## src/inc/pdtc_consts.vh

```
// constants for the power domain transition controller
// =====================================================================
// Behaviour
// - writing one to clear bit drops request
// - writing zero to command bits does nothing
// - dsp go evaluates domain and its modules
// - always-on go evaluates its modules only
// - only mismatching domain or modules are moved
// - dsp busy bit reads one while moving
// - always-on busy bit reads one while moving
// - request flag set when the dsp domain needs power applied or removed
// - state encoding: zero off, one on
`ifndef PDTC_CONSTS_VH
`define PDTC_CONSTS_VH

// =====================================================================
// register byte offsets
`define OFF_EXT_PENDING     12'h000
`define OFF_EXT_CLEAR       12'h004
`define OFF_TRANS_CMD       12'h008
`define OFF_TRANS_STATUS    12'h00C
`define OFF_DOMAIN_CTRL     12'h010
`define OFF_DOMAIN_STATE    12'h014
`define OFF_MODULE_CTRL     12'h018
`define OFF_MODULE_STATE    12'h01C
`define OFF_IRQ_STATUS      12'h020
`define OFF_IRQ_MASK        12'h024

// =====================================================================
// field positions
`define BIT_DSP             1
`define BIT_AON             0
`define BIT_DOM_NEXT        0
`define BIT_POWER_GOOD      8
`define BIT_EV_AON_DONE     0
`define BIT_EV_DSP_DONE     1
`define BIT_EV_EXT_REQ      2
`define MOD_COUNT           4
`define MOD_AON_LSB         0
`define MOD_DSP_LSB         4

// =====================================================================
// encodings and reset values
`define STATE_OFF           1'b0
`define STATE_ON            1'b1
`define RESP_OKAY           2'b00
`define RESP_SLVERR         2'b10
`define RST_MODULE_CTRL     8'h00
`define RST_IRQ_MASK        3'h0

// =====================================================================
// timing: module settle time, rounded up to whole cycles at 10 MHz
`define CLK_MHZ             10
`define SETTLE_NS           1000
`define SETTLE_CYC          ((`SETTLE_NS * `CLK_MHZ + 999) / 1000)

`endif

```

## src/rtl/domain_sequencer.v

```verilog
// sequencer that moves one power domain and its modules
`timescale 1ns/1ns
`include "pdtc_consts.vh"

module domain_sequencer #(
	parameter HAS_DOMAIN = 1
) (
	input  wire       aclk,
	input  wire       aresetn,
	input  wire       go,
	input  wire       dom_next,
	input  wire       power_good,
	input  wire [3:0] mod_next,
	output reg        busy,
	output reg        dom_state,
	output reg  [3:0] mod_state,
	output reg        ext_req,
	output reg        done
);

// =====================================================================
// states
localparam ST_IDLE = 2'b00;
localparam ST_MODS = 2'b01;
localparam ST_WAIT = 2'b10;
localparam ST_LAST = 2'b11;

// the header count is an integer; keep only the counter's eight bits
localparam integer SETTLE_INT = `SETTLE_CYC;
localparam [7:0]   SETTLE     = SETTLE_INT[7:0];

reg [1:0] state;      // sequencer state
reg       dom_tgt;    // latched domain target
reg [3:0] mod_tgt;    // latched module targets
reg [7:0] settle;     // module settle counter
reg       mods_done;  // modules already handled this pass

// =====================================================================
// powering up moves the domain first, powering down moves it last; the
// module targets are applied whatever the domain target is
always @(posedge aclk)
begin
	ext_req <= 1'b0;
	done    <= 1'b0;
	if (!aresetn)
	begin
		state     <= ST_IDLE;
		busy      <= 1'b0;
		dom_state <= `STATE_OFF;
		mod_state <= 4'h0;
		dom_tgt   <= `STATE_OFF;
		mod_tgt   <= 4'h0;
		settle    <= 8'h00;
		mods_done <= 1'b0;
	end
	else
	begin
		case (state)
		ST_IDLE:
		begin
			// a go pulse only ever arrives as a written one
			if (go)
			begin
				busy      <= 1'b1;
				dom_tgt   <= dom_next;
				mod_tgt   <= mod_next;
				mods_done <= 1'b0;
				settle    <= SETTLE;
				if (HAS_DOMAIN && dom_next != dom_state
					&& dom_next == `STATE_ON)
				begin
					ext_req <= 1'b1;
					state   <= ST_WAIT;
				end
				else
					state <= ST_MODS;
			end
		end
		ST_MODS:
		begin
			// only mismatching modules move, after the settle time
			if (mod_tgt == mod_state)
				state <= ST_LAST;
			else if (settle > 8'h01)
				settle <= settle - 8'h01;
			else
			begin
				mod_state <= mod_tgt;
				state     <= ST_LAST;
			end
		end
		ST_WAIT:
		begin
			// the domain changes once software reports the power
			if (power_good == dom_tgt)
			begin
				dom_state <= dom_tgt;
				settle    <= SETTLE;
				state     <= mods_done ? ST_IDLE : ST_MODS;
				if (mods_done)
				begin
					busy <= 1'b0;
					done <= 1'b1;
				end
			end
		end
		ST_LAST:
		begin
			mods_done <= 1'b1;
			if (HAS_DOMAIN && dom_tgt != dom_state)
			begin
				ext_req <= 1'b1;
				state   <= ST_WAIT;
			end
			else
			begin
				busy  <= 1'b0;
				done  <= 1'b1;
				state <= ST_IDLE;
			end
		end
		default:
			state <= ST_IDLE;
		endcase
	end
end

endmodule

```

## src/rtl/power_domain_transition_ctrl.v

```verilog
// axi4-lite register block and command logic for domain transitions
`timescale 1ns/1ns
`include "pdtc_consts.vh"

module power_domain_transition_ctrl (
	input  wire        aclk,
	input  wire        aresetn,
	input  wire [11:0] s_axi_awaddr,
	input  wire        s_axi_awvalid,
	output reg         s_axi_awready,
	input  wire [31:0] s_axi_wdata,
	input  wire [3:0]  s_axi_wstrb,
	input  wire        s_axi_wvalid,
	output reg         s_axi_wready,
	output reg  [1:0]  s_axi_bresp,
	output reg         s_axi_bvalid,
	input  wire        s_axi_bready,
	input  wire [11:0] s_axi_araddr,
	input  wire        s_axi_arvalid,
	output reg         s_axi_arready,
	output reg  [31:0] s_axi_rdata,
	output reg  [1:0]  s_axi_rresp,
	output reg         s_axi_rvalid,
	input  wire        s_axi_rready,
	output reg         irq
);

// =====================================================================
// helpers

// merge write data into a register under the byte strobes
function [31:0] merge;
	input [31:0] old;
	input [31:0] data;
	input [3:0]  strb;
	integer      i;
	begin
		merge = old;
		for (i = 0; i < 4; i = i + 1)
			if (strb[i])
				merge[i*8 +: 8] = data[i*8 +: 8];
	end
endfunction

// true when an address names a register of this block
function mapped;
	input [11:0] addr;
	begin
		case (addr)
		`OFF_EXT_PENDING, `OFF_EXT_CLEAR, `OFF_TRANS_CMD,
		`OFF_TRANS_STATUS, `OFF_DOMAIN_CTRL, `OFF_DOMAIN_STATE,
		`OFF_MODULE_CTRL, `OFF_MODULE_STATE, `OFF_IRQ_STATUS,
		`OFF_IRQ_MASK:
			mapped = 1'b1;
		default:
			mapped = 1'b0;
		endcase
	end
endfunction

// =====================================================================
// write channel holding registers
reg [11:0] aw_addr;   // accepted write address
reg        aw_full;   // write address held
reg [31:0] w_data;    // accepted write data
reg [3:0]  w_strb;    // accepted byte strobes
reg        w_full;    // write data held

// =====================================================================
// software visible state
reg        dom_next;     // dsp domain requested state
reg        power_good;   // external power reported good
reg [7:0]  mod_next;     // requested module states, both domains
reg        ext_pending;  // external power request pending
reg [2:0]  irq_status;   // sticky event bits
reg [2:0]  irq_mask;     // event enables

// =====================================================================
// sequencer connections
wire       dsp_busy;     // dsp domain moving
wire       dsp_dom;      // dsp domain current state
wire [3:0] dsp_mods;     // dsp module current states
wire       dsp_req;      // dsp wants external power action
wire       dsp_done;     // dsp pass finished
wire       aon_busy;     // always-on modules moving
wire [3:0] aon_mods;     // always-on module current states
wire       aon_done;     // always-on pass finished

// =====================================================================
// decoded write, combinational
reg        do_write;     // both halves held and response free
reg        wr_hit;       // write address is mapped
reg [7:0]  wr_byte0;     // low data byte, gated by its strobe
reg        go_dsp;       // dsp go pulse
reg        go_aon;       // always-on go pulse
reg        clr_ext;      // external request clear pulse
reg [31:0] mod_merged;   // module control after the byte merge
reg        next_aw_full;
reg        next_w_full;
reg        next_bvalid;
reg        next_rvalid;
reg [2:0]  next_irq_status;

// =====================================================================
// write decode; command and clear bits act only on a written one, so a
// zero or a masked lane changes nothing
always @*
begin
	do_write = aw_full && w_full && !s_axi_bvalid;
	wr_hit   = mapped(aw_addr);
	wr_byte0 = w_strb[0] ? w_data[7:0] : 8'h00;
	go_dsp   = do_write && aw_addr == `OFF_TRANS_CMD
		&& wr_byte0[`BIT_DSP];
	go_aon   = do_write && aw_addr == `OFF_TRANS_CMD
		&& wr_byte0[`BIT_AON];
	clr_ext  = do_write && aw_addr == `OFF_EXT_CLEAR
		&& wr_byte0[`BIT_DSP];
	mod_merged = merge({24'h00_0000, mod_next}, w_data, w_strb);
end

// =====================================================================
// handshake bookkeeping; each channel is taken on its own
always @*
begin
	next_aw_full = aw_full;
	next_w_full  = w_full;
	next_bvalid  = s_axi_bvalid;
	next_rvalid  = s_axi_rvalid;
	if (s_axi_awvalid && s_axi_awready)
		next_aw_full = 1'b1;
	if (s_axi_wvalid && s_axi_wready)
		next_w_full = 1'b1;
	if (do_write)
	begin
		next_aw_full = 1'b0;
		next_w_full  = 1'b0;
		next_bvalid  = 1'b1;
	end
	if (s_axi_bvalid && s_axi_bready)
		next_bvalid = 1'b0;
	if (s_axi_arvalid && s_axi_arready)
		next_rvalid = 1'b1;
	else if (s_axi_rvalid && s_axi_rready)
		next_rvalid = 1'b0;
end

// =====================================================================
// sticky events; a new event wins over a clear in the same cycle
always @*
begin
	next_irq_status = irq_status;
	if (do_write && aw_addr == `OFF_IRQ_STATUS)
		next_irq_status = irq_status & ~wr_byte0[2:0];
	if (aon_done)
		next_irq_status[`BIT_EV_AON_DONE] = 1'b1;
	if (dsp_done)
		next_irq_status[`BIT_EV_DSP_DONE] = 1'b1;
	if (dsp_req)
		next_irq_status[`BIT_EV_EXT_REQ] = 1'b1;
end

// =====================================================================
// write channel and register updates
always @(posedge aclk)
begin
	if (!aresetn)
	begin
		aw_addr       <= 12'h000;
		aw_full       <= 1'b0;
		w_data        <= 32'h0000_0000;
		w_strb        <= 4'h0;
		w_full        <= 1'b0;
		s_axi_awready <= 1'b0;
		s_axi_wready  <= 1'b0;
		s_axi_bvalid  <= 1'b0;
		s_axi_bresp   <= `RESP_OKAY;
		dom_next      <= `STATE_OFF;
		power_good    <= 1'b0;
		mod_next      <= `RST_MODULE_CTRL;
		irq_mask      <= `RST_IRQ_MASK;
	end
	else
	begin
		aw_full       <= next_aw_full;
		w_full        <= next_w_full;
		s_axi_bvalid  <= next_bvalid;
		// each ready stays low while its own half is held or a response waits
		s_axi_awready <= !next_aw_full && !next_bvalid;
		s_axi_wready  <= !next_w_full && !next_bvalid;
		if (s_axi_awvalid && s_axi_awready)
			aw_addr <= s_axi_awaddr;
		if (s_axi_wvalid && s_axi_wready)
		begin
			w_data <= s_axi_wdata;
			w_strb <= s_axi_wstrb;
		end
		if (do_write)
		begin
			// unmapped addresses answer with an error, no side effect
			s_axi_bresp <= wr_hit ? `RESP_OKAY : `RESP_SLVERR;
			case (aw_addr)
			`OFF_DOMAIN_CTRL:
			begin
				if (w_strb[0])
					dom_next <= w_data[`BIT_DOM_NEXT];
				if (w_strb[1])
					power_good <= w_data[`BIT_POWER_GOOD];
			end
			`OFF_MODULE_CTRL:
				mod_next <= mod_merged[7:0];
			`OFF_IRQ_MASK:
				irq_mask <= wr_byte0[2:0];
			default:
				irq_mask <= irq_mask;
			endcase
		end
	end
end

// =====================================================================
// pending request flag and interrupt; set wins over clear
always @(posedge aclk)
begin
	if (!aresetn)
	begin
		ext_pending <= 1'b0;
		irq_status  <= 3'h0;
		irq         <= 1'b0;
	end
	else
	begin
		if (dsp_req)
			ext_pending <= 1'b1;
		else if (clr_ext)
			ext_pending <= 1'b0;
		irq_status <= next_irq_status;
		irq        <= |(next_irq_status & irq_mask);
	end
end

// =====================================================================
// read channel; write-only registers read as zero
always @(posedge aclk)
begin
	if (!aresetn)
	begin
		s_axi_arready <= 1'b0;
		s_axi_rvalid  <= 1'b0;
		s_axi_rdata   <= 32'h0000_0000;
		s_axi_rresp   <= `RESP_OKAY;
	end
	else
	begin
		s_axi_rvalid  <= next_rvalid;
		s_axi_arready <= !next_rvalid;
		if (s_axi_arvalid && s_axi_arready)
		begin
			s_axi_rresp <= mapped(s_axi_araddr) ? `RESP_OKAY
				: `RESP_SLVERR;
			case (s_axi_araddr)
			`OFF_EXT_PENDING:
				s_axi_rdata <= {30'h0000_0000, ext_pending, 1'b0};
			`OFF_TRANS_STATUS:
				s_axi_rdata <= {30'h0000_0000, dsp_busy,
					aon_busy};
			`OFF_DOMAIN_CTRL:
				s_axi_rdata <= {23'h00_0000, power_good, 7'h00,
					dom_next};
			`OFF_DOMAIN_STATE:
				s_axi_rdata <= {31'h0000_0000, dsp_dom};
			`OFF_MODULE_CTRL:
				s_axi_rdata <= {24'h00_0000, mod_next};
			`OFF_MODULE_STATE:
				s_axi_rdata <= {24'h00_0000, dsp_mods, aon_mods};
			`OFF_IRQ_STATUS:
				s_axi_rdata <= {29'h0000_0000, irq_status};
			`OFF_IRQ_MASK:
				s_axi_rdata <= {29'h0000_0000, irq_mask};
			default:
				s_axi_rdata <= 32'h0000_0000;
			endcase
		end
	end
end

// =====================================================================
// sequencers; a go while busy is dropped, software must wait
domain_sequencer #(
	.HAS_DOMAIN (1)
) u_dsp (
	.aclk       (aclk),
	.aresetn    (aresetn),
	.go         (go_dsp),
	.dom_next   (dom_next),
	.power_good (power_good),
	.mod_next   (mod_next[`MOD_DSP_LSB +: `MOD_COUNT]),
	.busy       (dsp_busy),
	.dom_state  (dsp_dom),
	.mod_state  (dsp_mods),
	.ext_req    (dsp_req),
	.done       (dsp_done)
);

// the always-on side has no domain level state of its own
domain_sequencer #(
	.HAS_DOMAIN (0)
) u_aon (
	.aclk       (aclk),
	.aresetn    (aresetn),
	.go         (go_aon),
	.dom_next   (1'b1),
	.power_good (1'b1),
	.mod_next   (mod_next[`MOD_AON_LSB +: `MOD_COUNT]),
	.busy       (aon_busy),
	.dom_state  (),
	.mod_state  (aon_mods),
	.ext_req    (),
	.done       (aon_done)
);

endmodule

```

## config.mk

```make
export PLATFORM = sky130hd
export DESIGN_NAME = power_domain_transition_ctrl
export DESIGN_NICKNAME = d
export VERILOG_FILES = /design/src/rtl/domain_sequencer.v /design/src/rtl/power_domain_transition_ctrl.v
export VERILOG_INCLUDE_DIRS = /design/src /design/src/inc
export SDC_FILE = /design/constraint.sdc
export NUM_CORES = 1
export LEC_CHECK = 0
export BUFFER_PORTS_ARGS = -buffer_cell sky130_fd_sc_hd__buf_2
export CAP_MARGIN = 10
export CORE_ASPECT_RATIO = 1.1
export CORE_MARGIN = 3
export CORE_UTILIZATION = 59
export CTS_CLUSTER_DIAMETER = 60
export CTS_CLUSTER_SIZE = 16
export DETAILED_ROUTE_END_ITERATION = 8
export HOLD_SLACK_MARGIN = 0.12
export PLACE_DENSITY = 0.85
export SYNTH_ARGS = -nofsm -noshare
export SYNTH_HDL_FRONTEND = slang
export SYNTH_SLANG_ARGS = --single-unit
export TNS_END_PERCENT = 10
```

## constraint.sdc

```tcl
create_clock -name aclk -period 6 [get_ports aclk]
set_input_delay 0.9 -clock aclk [delete_from_list [all_inputs] [get_ports aclk]]
set_output_delay 0.9 -clock aclk [all_outputs]
set_load 0.01 [all_outputs]
```

==> results.cfg <==
[floorplan]
die_w_um = 94.7
core-area_um2 = 8170
std_cell_rows = 34
die_y_um = 104
start_util = 0.625
dieArea_um2 = 9800
io_pins = 109

[detailed_routing]
wl_met1_um = 4760
maxUsedRoutingLayer = met4
drc_errors = 0
via_per_inst = 5.77
route.met2.wl_um = 5290
met3_length_um = 712
post_drt_wl_per_cell_um = 14.7
routed_wl_um = 10900
first_pass_iters = 7
drt_iter0_markers = 346
ant_nets = 0
vias = 4275

[synth]
synth_edf_count = 0
synthCells = 589
avgSynthCellArea_um2 = 8.66
netlist_area_um2 = 5100
synth_cell_types = 74
synth-seq-cells = 105
ys_warn_count = 0
async_reset_ff_frac = 0
seq_area_frac_synth = 0.412
synthFlopType = dfxtp_1

[timing]
setup_viol = 0
slew_headroom = 0.225
slew_violations = 0
hold_viol = 0
fmaxAchievable_ghz = 0.392
period_needed_ns = 2.55
tightest_slew_ns = 1.16
fin_skew_ns = 0.0137
grt_setup_unrepaired = false
tns_ns = 0
fin_crit_sh = 0.426

[clock_tree]
hold_buffers = 0
path_clk_slew_ns = 0.10
cts.sinks = 105
htree_levels = 3
clock_latency_ns = 0.36
cts_tree = yes
numCtsBuffers = 9
cts_repair_resize_count = 0
cts_setup_buffers = 0
ctsRootBufferMaster = clkbuf_8
clock_tree.buffer_depth = 2

[run_status]
outcome = finished, final reports clean

[global_route]
grt_pass1_wl_um = 18300
grt_pass1_vias = 4028
track_usage = 0.226
grt_antenna_before_repair = 0
grt_max_degree = 45
grt_overflow_total = 0

[placed_design]
place_hpwl_um = 7860
port_buffers = 58
place_congestion = 0.862
place_area_um2 = 5310
placedCellCount = 725

[power]
peakVddDrop_uv = 154
powerDensity_nw_per_um2 = 295
p_leak_nw = 2.36

[worst_setup_path]
start_kind = input port
path_max_fanout = 44
endpoint_kind = flop
cp.required_ns = 6.26
reg2reg_slack_ns = 3.45
r2r.worst_path.cells = 5
rr_startpoint = aw_addr[6]$_SDFFE_PN0P_
cp.arrival_ns = 2.81
r2r_end = u_aon.settle[4]$_SDFFE_PN0P_
path_class = in -> reg

[run]
maxCapViolations = 0

[worst_hold_path]
holdCritStartpoint = s_axi_rdata[4]$_SDFFE_PN0P_
min_delay_path_depth = 2
hold_end = s_axi_rdata[4]$_SDFFE_PN0P_
hold_class = reg -> reg

[cells_and_area]
n_antenna_cell = 0
fin_nets = 704
area_delta_synth_final_pct = 7.82
stdcell_area_um2 = 5500
final_core_util = 0.674
final_cell_mix = dfxtp_1 (105), nand2_1 (87), buf_2 (58)
layout_commonest_cell = dfxtp_1
layout-drive-gt1-share = 0.147
fin_cells = 741
[area by class of cell]
cell class	instances	area, um2
Multi-Input combinational cell	435	2700
Fill cell	674	2670
Sequential cell	105	2100
Timing Repair Buffer	59	298
Clock buffer	12	145
Tap cell	108	135
Inverter	18	67.6
Clock inverter	4	52.6
[cells in the mapped netlist (all sizes together) (3+ instances only)]
cell type  count  area (um2)
o31a           3        26.3
nand4b         3        26.3
ha             9         113
o22ai          3        18.8
dfxtp        105        2100
nor2b          4        25.0
a22o           3        26.3
o31ai          3        22.5
o21a           8        60.1
mux2           3        33.8
or3            6        37.5
a211oi         4        30.0
a22oi          4        30.0
a21oi         55         279
o211ai         3        22.5
nor3           9        45.0
inv           18        67.6
nor3b          4        41.3
xnor2          8        70.1
mux2i         39         390
nor4           3        31.3
nand2b         3        18.8
o21ai         22         110
nor2          44         165
and3           4        25.0
or2            5        31.3
a211o          3        26.3
and2           5        31.3
nand4          9        62.6
clkbuf        22        82.6
a2111o         3        33.8
a31oi          3        18.8
o2111ai        3        26.3
nand2         88         333
or4            8        67.6
buf           33         239
nand3         10        62.6
nand3b         4        42.5
[worst max-delay path, cell delays in order]
cell     delay [ns]
buf_2          0.29
inv_2          0.65
buf_4          0.43
nor2_1         0.10
o31a_1         0.12
a221o_1        0.30
[flip-flops by register name (all words and copies together), names as in the netlist, 2 cells and up]
signal,flops
merge.data,9
irq_mask,3
u_dsp.mod_state,4
s_axi_rdata,9
u_dsp.state,2
aw_addr,12
u_aon.state,2
u_dsp.mod_tgt,4
merge.strb,2
u_aon.mod_tgt,4
u_aon.mod_state,4
u_aon.settle,8
irq_status,3
u_dsp.settle,8
mod_next,8
[where the power goes]
part | total, mW | switching, mW | internal [mW] | leakage, nW
Combinational | 0.408 | 0.250 | 0.159 | 1.40
Clock | 0.434 | 0.228 | 0.206 | 0.101
Sequential | 0.783 | 0.0391 | 0.744 | 0.851
Total | 1.63 | 0.517 | 1.11 | 2.36
[layer usage]
metal	GRT usage	vias up
met2	0.382	153
met5	0	-
met4	0.0639	0
li1	-	2111
met1	0.288	1992
met3	0.0450	19
[metrics by stage]
stage / power [mW] / worst slack (ns) / hold slack (ns)
after floorplan: 1.13 / 3.74 / 0.432
after global placement: 1.18 / 3.10 / 0.431
after detailed placement: 1.20 / 3.06 / 0.441
after CTS: 1.63 / 3.43 / 0.462
after global routing: 1.72 / 3.16 / 0.489
final: 1.63 / 3.45 / 0.463
[how the worst max path moves through the flow]
stage / from / to
final: aresetn / irq$_SDFF_PN0_
after floorplan: s_axi_araddr[0] / s_axi_rdata[3]$_SDFFE_PN0P_
after CTS: aw_addr[6]$_SDFFE_PN0P_ / u_aon.settle[5]$_SDFFE_PN0P_
after global placement: aresetn / irq$_SDFF_PN0_
after detailed placement: aresetn / irq$_SDFF_PN0_
after global routing: power_good$_SDFFE_PN0P_ / u_dsp.settle[2]$_SDFFE_PN0P_
[kinds of logic after synthesis]
kind of cell / count (synthesis) / share of synthesized area
flip-flops: 105 / 0.412
buffers and inverters: 73 / 0.0762
adder cells (fa/ha/maj): 9 / 0.0221
multiplexers: 42 / 0.0831
XOR/XNOR: 10 / 0.0172
other: 1 / 0.000735
AO/OA/AOI/OAI: 134 / 0.168
AND/OR/NAND/NOR: 215 / 0.221
(Power assumes the default switching activity.)
